<file path="config.mk">
export PLATFORM = sky130hd
export DESIGN_NAME = pbc_config_space
export DESIGN_NICKNAME = d
export VERILOG_FILES = /design/src/pbc_pkg.sv /design/src/pbc_config_space.sv /design/src/pbc_word_store.sv
export SDC_FILE = /design/constraint.sdc
export NUM_CORES = 2
export LEC_CHECK = 0
export ABC_AREA = 0
export ABC_CLOCK_PERIOD_IN_PS = 77100
export BUFFER_PORTS_ARGS = -buffer_cell sky130_fd_sc_hd__clkbuf_2
export CAP_MARGIN = 20
export CORE_UTILIZATION = 40
export DETAILED_ROUTE_END_ITERATION = 10
export GPL_TIMING_DRIVEN = 0
export SLEW_MARGIN = 20
export SYNTH_ARGS = -nofsm -noshare
export SYNTH_HDL_FRONTEND = slang
export SYNTH_HIERARCHICAL = 1
export SYNTH_SLANG_ARGS = --single-unit
export TNS_END_PERCENT = 30
</file>
<file path="constraint.sdc">
create_clock -name clk_in -period 77.1 [get_ports clk_in]
set_input_delay 7.71 -clock clk_in [delete_from_list [all_inputs] [get_ports clk_in]]
set_output_delay 7.71 -clock clk_in [all_outputs]
set_load 0.01 [all_outputs]
</file>
<file path="src/pbc_pkg.sv">
// Constants for the bridge configuration space block
`default_nettype none
package pbc_pkg;
    localparam logic [7:0] OFF_ID = 8'h00;
    localparam logic [7:0] OFF_CMD_STAT = 8'h04;
    localparam logic [7:0] OFF_CLASS_REV = 8'h08;
    localparam logic [7:0] OFF_HDR_MISC = 8'h0c;
    localparam logic [7:0] OFF_BUS_NUM = 8'h18;
    localparam logic [7:0] OFF_IO_WIN = 8'h1c;
    localparam logic [7:0] OFF_MEM_WIN = 8'h20;
    localparam logic [7:0] OFF_PF_WIN = 8'h24;
    localparam logic [7:0] OFF_CAP_PTR = 8'h34;
    localparam logic [7:0] OFF_BRIDGE_CTL = 8'h3c;
    localparam logic [7:0] OFF_EXT_CTL = 8'h40;
    localparam logic [7:0] OFF_UP_STAT = 8'h44;
    localparam logic [7:0] OFF_DN_STAT = 8'h48;
    localparam logic [7:0] OFF_ARB_CTL = 8'h4c;
    localparam logic [7:0] OFF_STEER = 8'h50;
    localparam logic [7:0] OFF_SEC_IO = 8'h54;
    localparam logic [7:0] OFF_SEC_MEM = 8'h58;
    localparam logic [7:0] OFF_DEC_Q = 8'h5c;
    localparam logic [7:0] OFF_PM_HDR = 8'h68;
    localparam logic [7:0] OFF_PM_CSR = 8'h6c;
    // Writable bits of the plain stored registers
    localparam logic [31:0] MASK_NONE = 32'h0000_0000;
    localparam logic [31:0] MASK_ALL = 32'hffff_ffff;
    localparam logic [31:0] MASK_LOW16 = 32'h0000_ffff;
    localparam logic [31:0] MASK_HIGH16 = 32'hffff_0000;
    localparam logic [31:0] MASK_CMD = 32'h0000_03ff;
    localparam int STEER_BITS = 4;
    localparam int CAP_STAT_BIT = 20;
    localparam int PM_STATE_LSB = 0;
    localparam logic [1:0] PM_D0 = 2'h0;
    localparam logic [1:0] PM_D3 = 2'h3;
    localparam int UP_PST_BIT = 6;
    localparam logic [7:0] PM_CAP_ID = 8'h01;
    localparam logic [7:0] PM_NEXT_PTR = 8'h00;
    localparam logic [7:0] HDR_TYPE_BRIDGE = 8'h01;
    localparam logic [23:0] CLASS_BRIDGE = 24'h060400;
    localparam logic [31:0] RESET_ZERO = 32'h0000_0000;
endpackage : pbc_pkg
`default_nettype wire

</file>
<file path="src/pbc_config_space.sv">
// Bridge configuration space with secondary interrupt steering
`default_nettype none
module pbc_config_space #(
    parameter logic [15:0] VENDOR_CODE = 16'h1234, // Arbitrary value
    parameter logic [15:0] DEVICE_CODE = 16'h5678, // Arbitrary value
    parameter logic [7:0] REVISION_CODE = 8'h01, // Arbitrary value
    parameter logic [15:0] PM_CAPS = 16'h0002,
    parameter int UP_EV_W = 6,
    parameter int DN_EV_W = 7
) (
    input wire logic clk_in,
    input wire logic rst_b_in,
    input wire logic cfg_req_in,
    input wire logic cfg_write_in,
    input wire logic [7:0] cfg_addr_in,
    input wire logic [3:0] cfg_byte_en_in,
    input wire logic [31:0] cfg_wdata_in,
    output logic [31:0] cfg_rdata_out,
    output logic cfg_ack_out,
    input wire logic [UP_EV_W-1:0] upstream_event_in,
    input wire logic [DN_EV_W-1:0] downstream_event_in,
    input wire logic downstream_irq_a_b_in,
    input wire logic downstream_irq_b_b_in,
    input wire logic downstream_irq_c_b_in,
    input wire logic downstream_irq_d_b_in,
    output logic core_irq_in_0_b_out,
    output logic core_irq_in_1_b_out,
    output logic core_irq_in_2_b_out,
    output logic core_irq_in_3_b_out,
    input wire logic upstream_irq_pin_a_b_in,
    input wire logic upstream_irq_pin_b_b_in,
    input wire logic upstream_irq_pin_c_b_in,
    input wire logic upstream_irq_pin_d_b_in,
    output logic upstream_irq_pin_a_b_out,
    output logic upstream_irq_pin_b_b_out,
    output logic upstream_irq_pin_c_b_out,
    output logic upstream_irq_pin_d_b_out,
    output logic upstream_irq_pin_a_oe_out,
    output logic upstream_irq_pin_b_oe_out,
    output logic upstream_irq_pin_c_oe_out,
    output logic upstream_irq_pin_d_oe_out
);
    localparam int SB = pbc_pkg::STEER_BITS;

    typedef struct packed {
        logic pend;
        logic ack;
        logic write;
        logic [7:0] addr;
        logic [31:0] rdata;
        logic cap_flag;
        logic [SB-1:0] steer;
        logic [UP_EV_W:0] up_stat;
        logic [DN_EV_W-1:0] dn_stat;
        logic [1:0] pm_state;
        logic [SB-1:0] irq_meta;
        logic [SB-1:0] irq_sync;
        logic [SB-1:0] core_b;
        logic [SB-1:0] pin_oe;
    } pbc_state_s;

    pbc_state_s s_reg;
    pbc_state_s s_next;
    logic [1:0] rst_pipe_reg;
    logic rst_b;
    logic [31:0] mem_rdata;
    logic [31:0] be_mask;
    logic take;
    logic wr_take;
    logic [SB-1:0] irq_raw_b;

    if (UP_EV_W != 6) begin : g_up_width_check
        $error("pbc_config_space: UP_EV_W must be 6");
    end
    if (DN_EV_W < 1 || DN_EV_W > 32) begin : g_dn_width_check
        $error("pbc_config_space: DN_EV_W out of range");
    end

    // Reset is released synchronously so all state leaves reset on one edge
    always_ff @(posedge clk_in or negedge rst_b_in) begin
        if (!rst_b_in) begin
            rst_pipe_reg <= 2'h0;
        end else begin
            rst_pipe_reg <= {rst_pipe_reg[0], 1'b1};
        end
    end
    assign rst_b = rst_pipe_reg[1];

    function automatic logic [31:0] wmask(input logic [7:0] a);
        logic [7:0] w;
        w = {a[7:2], 2'h0};
        if (w == pbc_pkg::OFF_CMD_STAT) wmask = pbc_pkg::MASK_CMD;
        else if (w == pbc_pkg::OFF_HDR_MISC) wmask = pbc_pkg::MASK_LOW16;
        else if (w == pbc_pkg::OFF_BUS_NUM) wmask = pbc_pkg::MASK_ALL;
        else if (w == pbc_pkg::OFF_IO_WIN) wmask = pbc_pkg::MASK_LOW16;
        else if (w == pbc_pkg::OFF_MEM_WIN) wmask = pbc_pkg::MASK_ALL;
        else if (w == pbc_pkg::OFF_PF_WIN) wmask = pbc_pkg::MASK_ALL;
        else if (w == pbc_pkg::OFF_BRIDGE_CTL) wmask = pbc_pkg::MASK_HIGH16;
        else if (w == pbc_pkg::OFF_EXT_CTL) wmask = pbc_pkg::MASK_ALL;
        else if (w == pbc_pkg::OFF_ARB_CTL) wmask = pbc_pkg::MASK_ALL;
        else if (w == pbc_pkg::OFF_SEC_IO) wmask = pbc_pkg::MASK_LOW16;
        else if (w == pbc_pkg::OFF_SEC_MEM) wmask = pbc_pkg::MASK_ALL;
        else if (w == pbc_pkg::OFF_DEC_Q) wmask = pbc_pkg::MASK_ALL;
        else wmask = pbc_pkg::MASK_NONE;
    endfunction : wmask

    assign be_mask = {{8{cfg_byte_en_in[3]}}, {8{cfg_byte_en_in[2]}},
                      {8{cfg_byte_en_in[1]}}, {8{cfg_byte_en_in[0]}}};
    // Requests arriving while one is in flight are dropped, not queued
    assign take = cfg_req_in && !s_reg.pend && !s_reg.ack;
    assign wr_take = take && cfg_write_in;
    assign irq_raw_b = {downstream_irq_d_b_in, downstream_irq_c_b_in,
                        downstream_irq_b_b_in, downstream_irq_a_b_in};

    pbc_word_store #(
        .WIDTH(32),
        .DEPTH(32),
        .AW(5)
    ) u_store (
        .clk_in(clk_in),
        .rst_b_in(rst_b),
        .wr_en_in(wr_take),
        .wr_addr_in(cfg_addr_in[6:2]),
        .wr_mask_in(wmask(cfg_addr_in) & be_mask),
        .wr_data_in(cfg_wdata_in),
        .rd_addr_in(cfg_addr_in[6:2]),
        .rd_data_out(mem_rdata)
    );

    always_comb begin
        logic [7:0] w;
        logic [31:0] rd;
        logic [1:0] ps;
        s_next = s_reg;
        w = {s_reg.addr[7:2], 2'h0};
        rd = pbc_pkg::RESET_ZERO;
        ps = cfg_wdata_in[pbc_pkg::PM_STATE_LSB +: 2];
        s_next.ack = 1'b0;
        s_next.irq_meta = irq_raw_b;
        s_next.irq_sync = s_reg.irq_meta;
        // Clear steering bit keeps the core input, set bit drives the pin
        for (int i = 0; i < SB; i++) begin
            s_next.core_b[i] = s_reg.steer[i] | s_reg.irq_sync[i];
            s_next.pin_oe[i] = s_reg.steer[i] & ~s_reg.irq_sync[i];
        end
        s_next.pend = take;
        if (take) begin
            s_next.addr = cfg_addr_in;
            s_next.write = cfg_write_in;
        end
        // Events set status; set beats a same-cycle clear
        if (wr_take && {cfg_addr_in[7:2], 2'h0} == pbc_pkg::OFF_UP_STAT) begin
            s_next.up_stat = s_reg.up_stat & ~(cfg_wdata_in[UP_EV_W:0] & be_mask[UP_EV_W:0]);
        end
        if (wr_take && {cfg_addr_in[7:2], 2'h0} == pbc_pkg::OFF_DN_STAT) begin
            s_next.dn_stat = s_reg.dn_stat & ~(cfg_wdata_in[DN_EV_W-1:0] & be_mask[DN_EV_W-1:0]);
        end
        if (wr_take && {cfg_addr_in[7:2], 2'h0} == pbc_pkg::OFF_PM_CSR && cfg_byte_en_in[0]) begin
            s_next.pm_state = ps;
            if ((s_reg.pm_state == pbc_pkg::PM_D0 && ps == pbc_pkg::PM_D3) ||
                (s_reg.pm_state == pbc_pkg::PM_D3 && ps == pbc_pkg::PM_D0)) begin
                s_next.up_stat[pbc_pkg::UP_PST_BIT] = 1'b1;
            end
        end
        if (wr_take && {cfg_addr_in[7:2], 2'h0} == pbc_pkg::OFF_STEER && cfg_byte_en_in[0]) begin
            s_next.steer = cfg_wdata_in[SB-1:0];
        end
        if (wr_take && {cfg_addr_in[7:2], 2'h0} == pbc_pkg::OFF_CMD_STAT && cfg_byte_en_in[2]) begin
            s_next.cap_flag = cfg_wdata_in[pbc_pkg::CAP_STAT_BIT];
        end
        s_next.up_stat[UP_EV_W-1:0] = s_next.up_stat[UP_EV_W-1:0] | upstream_event_in;
        s_next.dn_stat = s_next.dn_stat | downstream_event_in;
        // Read data combine stored bits with the fixed fields
        if (w == pbc_pkg::OFF_ID) rd = {DEVICE_CODE, VENDOR_CODE};
        else if (w == pbc_pkg::OFF_CMD_STAT) begin
            rd = mem_rdata & pbc_pkg::MASK_CMD;
            rd[pbc_pkg::CAP_STAT_BIT] = s_reg.cap_flag;
        end
        else if (w == pbc_pkg::OFF_CLASS_REV) rd = {pbc_pkg::CLASS_BRIDGE, REVISION_CODE};
        else if (w == pbc_pkg::OFF_HDR_MISC) rd = {8'h00, pbc_pkg::HDR_TYPE_BRIDGE, mem_rdata[15:0]};
        else if (w == pbc_pkg::OFF_CAP_PTR) rd = {24'h000000, pbc_pkg::OFF_PM_HDR};
        else if (w == pbc_pkg::OFF_UP_STAT) rd = 32'(s_reg.up_stat);
        else if (w == pbc_pkg::OFF_DN_STAT) rd = 32'(s_reg.dn_stat);
        else if (w == pbc_pkg::OFF_STEER) rd = 32'(s_reg.steer);
        else if (w == pbc_pkg::OFF_PM_HDR) rd = {PM_CAPS, pbc_pkg::PM_NEXT_PTR, pbc_pkg::PM_CAP_ID};
        else if (w == pbc_pkg::OFF_PM_CSR) rd = {8'h00, 8'h00, 14'h0000, s_reg.pm_state};
        else rd = mem_rdata & wmask(s_reg.addr);
        if (s_reg.pend) begin
            s_next.ack = 1'b1;
            s_next.rdata = s_reg.write ? pbc_pkg::RESET_ZERO : rd;
        end
    end

    always_ff @(posedge clk_in or negedge rst_b) begin
        if (!rst_b) begin
            s_reg <= '0;
            s_reg.irq_meta <= '1;
            s_reg.irq_sync <= '1;
            s_reg.core_b <= '1;
        end else begin
            s_reg <= s_next;
        end
    end

    assign cfg_rdata_out = s_reg.rdata;
    assign cfg_ack_out = s_reg.ack;
    assign core_irq_in_0_b_out = s_reg.core_b[0];
    assign core_irq_in_1_b_out = s_reg.core_b[1];
    assign core_irq_in_2_b_out = s_reg.core_b[2];
    assign core_irq_in_3_b_out = s_reg.core_b[3];
    // Open-drain pins only ever pull low; the level comes from the enable
    assign upstream_irq_pin_a_b_out = 1'b0;
    assign upstream_irq_pin_b_b_out = 1'b0;
    assign upstream_irq_pin_c_b_out = 1'b0;
    assign upstream_irq_pin_d_b_out = 1'b0;
    assign upstream_irq_pin_a_oe_out = s_reg.pin_oe[0];
    assign upstream_irq_pin_b_oe_out = s_reg.pin_oe[1];
    assign upstream_irq_pin_c_oe_out = s_reg.pin_oe[2];
    assign upstream_irq_pin_d_oe_out = s_reg.pin_oe[3];
endmodule : pbc_config_space
`default_nettype wire

</file>
<file path="src/pbc_word_store.sv">
// Small word memory with bit write mask and registered read data
`default_nettype none
module pbc_word_store #(
    parameter int WIDTH = 32,
    parameter int DEPTH = 32,
    parameter int AW = 5
) (
    input wire logic clk_in,
    input wire logic rst_b_in,
    input wire logic wr_en_in,
    input wire logic [AW-1:0] wr_addr_in,
    input wire logic [WIDTH-1:0] wr_mask_in,
    input wire logic [WIDTH-1:0] wr_data_in,
    input wire logic [AW-1:0] rd_addr_in,
    output logic [WIDTH-1:0] rd_data_out
);
    logic [WIDTH-1:0] mem_reg [DEPTH];

    if (DEPTH > (1 << AW)) begin : g_depth_check
        $error("pbc_word_store: DEPTH exceeds address range");
    end

    always_ff @(posedge clk_in or negedge rst_b_in) begin
        if (!rst_b_in) begin
            for (int i = 0; i < DEPTH; i++) begin
                mem_reg[i] <= '0;
            end
            rd_data_out <= '0;
        end else begin
            if (wr_en_in) begin
                mem_reg[wr_addr_in] <= (mem_reg[wr_addr_in] & ~wr_mask_in) | (wr_data_in & wr_mask_in);
            end
            rd_data_out <= mem_reg[rd_addr_in];
        end
    end
endmodule : pbc_word_store
`default_nettype wire

</file>
==> impl_table.tex <==
\begin{tabular}{lr}
\hline
Metric & Value \\
\hline
\multicolumn{2}{l}{\textbf{Power}} \\
Maximum resistive drop on vdd & 0.0252 mV \\
Power Dens Cells & 21.3 mW/mm2 \\
Leak pwr & 31.5 nW \\
\multicolumn{2}{l}{\textbf{STA}} \\
Final-report setup violation count & 0 \\
Sum Neg Setup Slack & 0 ns \\
Worst clock skew & around 0.029 ns \\
Normalized max-slew margin & 13.8\% \\
Final worst-path cycle share & 15.2\% \\
Final Hold Fails & 0 \\
Least-Margin Pin Slew & 1.29 ns \\
Pins Over Slew Limit & 0 \\
Minimum period implied by the final worst setup slack & 11.68 ns \\
RSZ-0062 raised after global routing & no \\
Worst hold margin & 0.277 ns \\
Achievable frequency & 85.6 MHz \\
\multicolumn{2}{l}{\textbf{Clock tree}} \\
CTS Buf Count & around 130 \\
Clock transition at path regs & around 0.060 ns \\
Setup fix buffers added after clock tree synthesis & 0 \\
CTS tree & built \\
Post-cts sizing count & 0 \\
CTS Sinks & between 1000 and 1500 \\
Total of hold buffers inserted after clock tree synthesis & 0 \\
Clock network latency to the later pin of the worst-skew pair & 0.79 ns \\
Depth of the CTS H-tree & 4 \\
Clock tree root driver cell & sky130\_fd\_sc\_hd\_\_clkbuf\_16 \\
Largest buffer count on any clock path & 3 \\
\multicolumn{2}{l}{\textbf{Drt}} \\
Via density per instance & roughly 6.4 \\
Drt initial violations & $\sim$6000 \\
Total DRC errors in the routed layout & 0 \\
Routed wire length & around 240 mm \\
Router iterations before antenna repair & 8 \\
Routed wire per std cell & 36.3 um \\
Detailed-route via count & 43052 \\
Antenna Nets Post-Route & 0 \\
\multicolumn{2}{l}{\textbf{Final layout}} \\
Number of standard cells in the final layout excluding fillers & 6732 \\
Leading cell type in the layout, fill and taps excluded & sky130\_fd\_sc\_hd\_\_dfrtp\_1 \\
Max FFs per register & between 1000 and 1500 \\
Number of nets at the end of the flow & 4694 \\
Area delta synth->final & 13.6\% \\
Share of final-layout standard cells stronger than drive strength 1 & 41.8\% \\
Most frequent cells in the layout & 1123 x sky130\_fd\_sc\_hd\_\_dfrtp\_1, 1004 x sky130\_fd\_sc\_hd\_\_mux2\_2, 521 x sky130\_fd\_sc\_hd\_\_mux2i\_1 \\
Design area & 0.0682 mm2 \\
\multicolumn{2}{l}{\textbf{Floorplan}} \\
Starting utilization of the core area & 40.5\% \\
Core Area & 0.148 mm2 \\
Top-level I/O count & 114 \\
Overall die height & $\sim$400 um \\
Area of the die & roughly 0.15 mm2 \\
Die extent in x & 389 um \\
Row count & 141 \\
\multicolumn{2}{l}{\textbf{Place}} \\
Detailed placer's ending HPWL & 186 mm \\
Placer congestion estimate & 1.01 \\
Port bufs & between 100 and 150 \\
Cell count after placement & 6493 \\
Placed cell area & 0.0639 mm2 \\
\multicolumn{2}{l}{\textbf{Global routing}} \\
Maximum number of pins on one net before global-route repair & 57 \\
First-pass GRT wire length & between 300 and 400 mm \\
Antenna violations before repair & 10 \\
Total congestion overflow & 0 \\
Vias in the first global route & 41724 \\
Total GRT Usage & 32.2\% \\
\multicolumn{2}{l}{\textbf{Setup path}} \\
Data arrival at the endpoint of the critical path & 12.35 ns \\
Worst Path Max Fanout & 11 \\
Worst Setup Start Kind & input pin \\
Required time reported for the critical path endpoint & roughly 78 ns \\
Critical path capture point type & register \\
Critical path class & in2reg \\
\multicolumn{2}{l}{\textbf{Synth}} \\
Proportion of register bits with asynchronous set or reset after synthesis & 100\% \\
Synth Register Bits & 1136 \\
Netlist area before placement & 0.0600 mm2 \\
Primary FF master, synth & sky130\_fd\_sc\_hd\_\_dfrtp\_1 \\
Post-synth EDFFs & 0 \\
Number of warning messages in the yosys log & 6 \\
Cell variety after synth & 77 \\
Fraction of the yosys area taken by sequential cells & 47.4\% \\
Post-Syn Instances & around 4400 \\
Mean cell area of the mapped netlist & 13.8 um2 \\
\multicolumn{2}{l}{\textbf{Min path}} \\
Class of the worst hold path & reg2async \\
\multicolumn{2}{l}{\textbf{Outcome}} \\
Run status & complete, no violations \\
\multicolumn{2}{l}{\textbf{Run}} \\
Max-cap check violation count & 0 \\
\hline
\end{tabular}
==> cell type report <==
type | count | area (um2)
sequential | 1136 | 28400
inverter | 35 | 131
antenna | 7 | 17.5
tap | 2002 | 2500
buffer | 468 | 2280
clock inverter | 34 | 314
clock buffer | 198 | 3980
fill | 13369 | 80200
timing repair buffer | 137 | 1260
multi-input combinational | 2715 | 29300
==> synth_stat cells, types with 9 or more instances <==
cell	instances	area share (%)
sky130_fd_sc_hd__a22oi_1	34	0.43
sky130_fd_sc_hd__a21oi_1	51	0.43
sky130_fd_sc_hd__and3_1	9	0.094
sky130_fd_sc_hd__a221oi_1	34	0.50
sky130_fd_sc_hd__a22o_1	47	0.69
sky130_fd_sc_hd__mux4_2	317	12
sky130_fd_sc_hd__and2_1	9	0.094
sky130_fd_sc_hd__o2bb2ai_1	10	0.15
sky130_fd_sc_hd__nor2_2	12	0.13
sky130_fd_sc_hd__mux2_2	1004	19
sky130_fd_sc_hd__o211ai_1	20	0.25
sky130_fd_sc_hd__buf_2	167	1.4
sky130_fd_sc_hd__buf_4	58	0.73
sky130_fd_sc_hd__dfstp_2	12	0.53
sky130_fd_sc_hd__inv_1	35	0.22
sky130_fd_sc_hd__nor3_1	17	0.14
sky130_fd_sc_hd__a32oi_1	24	0.35
sky130_fd_sc_hd__clkbuf_1	212	1.3
sky130_fd_sc_hd__nand2_1	69	0.43
sky130_fd_sc_hd__dfrtp_1	1124	47
sky130_fd_sc_hd__buf_1	16	0.10
sky130_fd_sc_hd__nor2_1	101	0.63
sky130_fd_sc_hd__buf_6	9	0.17
sky130_fd_sc_hd__a21o_1	10	0.13
sky130_fd_sc_hd__nor4_1	60	0.63
sky130_fd_sc_hd__mux2i_1	521	8.7
sky130_fd_sc_hd__nand2b_1	18	0.19
sky130_fd_sc_hd__o21ai_0	49	0.41
sky130_fd_sc_hd__o22ai_1	147	1.5
sky130_fd_sc_hd__a221o_1	10	0.17
sky130_fd_sc_hd__nor2b_1	26	0.27
==> metrics by stage <==
step,util (%),total power [mW],setup slack (ns)
finish,46.0,1.45,65.42
global route,45.9,1.49,65.52
CTS,45.9,1.45,65.85
detailed placement,43.1,0.824,65.03
global placement,42.5,0.819,28.27
floorplan,-,0.749,43.11
==> where the power goes <==
part           switching, mW  internal, mW
Clock                  0.267         0.364
Sequential            0.0187         0.620
Combinational          0.116        0.0655
Total                  0.401          1.05
==> cells by family (layout without fill, tap and decap cells) <==
family | Yosys count | after routing | synth area share [%]
flip-flops | 1136 | 1136 | 47.4
AO/OA/AOI/OAI | 481 | 481 | 5.65
AND/OR/NAND/NOR | 385 | 385 | 3.55
multiplexers | 1844 | 1844 | 39.4
buffers and inverters | 503 | 872 | 3.98
other | 2 | 12 | 0.0125
==> path summary, 6_finish.rpt <==
kind / startpoint / endpoint / depth (start not counted) / slack, ns
max: cfg_addr_in[2] / u_store/mem_reg[944]$_DFFE_PN0P_ / 10 / 65.42
min: rst_pipe_reg[1]$_DFF_PN0_ / u_store/mem_reg[713]$_DFFE_PN0P_ / 0 / 0.28
max reg2reg: s_reg[79]$_DFF_PN0_ / u_store/mem_reg[251]$_DFFE_PN0P_ / 8 / 73.01
min reg2reg: rst_pipe_reg[1]$_DFF_PN0_ / u_store/mem_reg[713]$_DFFE_PN0P_ / 0 / 0.28
max in group asynchronous: rst_b_in / rst_pipe_reg[1]$_DFF_PN0_ / 1 / 70.28
min in group clk_in: rst_pipe_reg[0]$_DFF_PN0_ / rst_pipe_reg[1]$_DFF_PN0_ / 0 / 0.35
==> per-layer routing <==
metal | track usage [%] | vias to the layer above | wire length, um
met5 | 0 | - | 72
met4 | 14.1 | 12 | 11600
met3 | 11.8 | 515 | 30600
met2 | 45.8 | 2570 | 104000
met1 | 43.6 | 22883 | 98600
li1 | - | 17072 | -
==> worst max-delay path: stages <==
cell	delay [ns]
sky130_fd_sc_hd__clkbuf_2	0.30
sky130_fd_sc_hd__buf_6	0.22
sky130_fd_sc_hd__buf_2	0.47
sky130_fd_sc_hd__buf_2	0.75
sky130_fd_sc_hd__mux2i_1	0.38
sky130_fd_sc_hd__o22ai_1	0.17
sky130_fd_sc_hd__nor4_1	0.90
sky130_fd_sc_hd__a41oi_1	0.53
sky130_fd_sc_hd__clkbuf_1	0.47
sky130_fd_sc_hd__mux2_2	0.40
(Power assumes the default switching activity.)
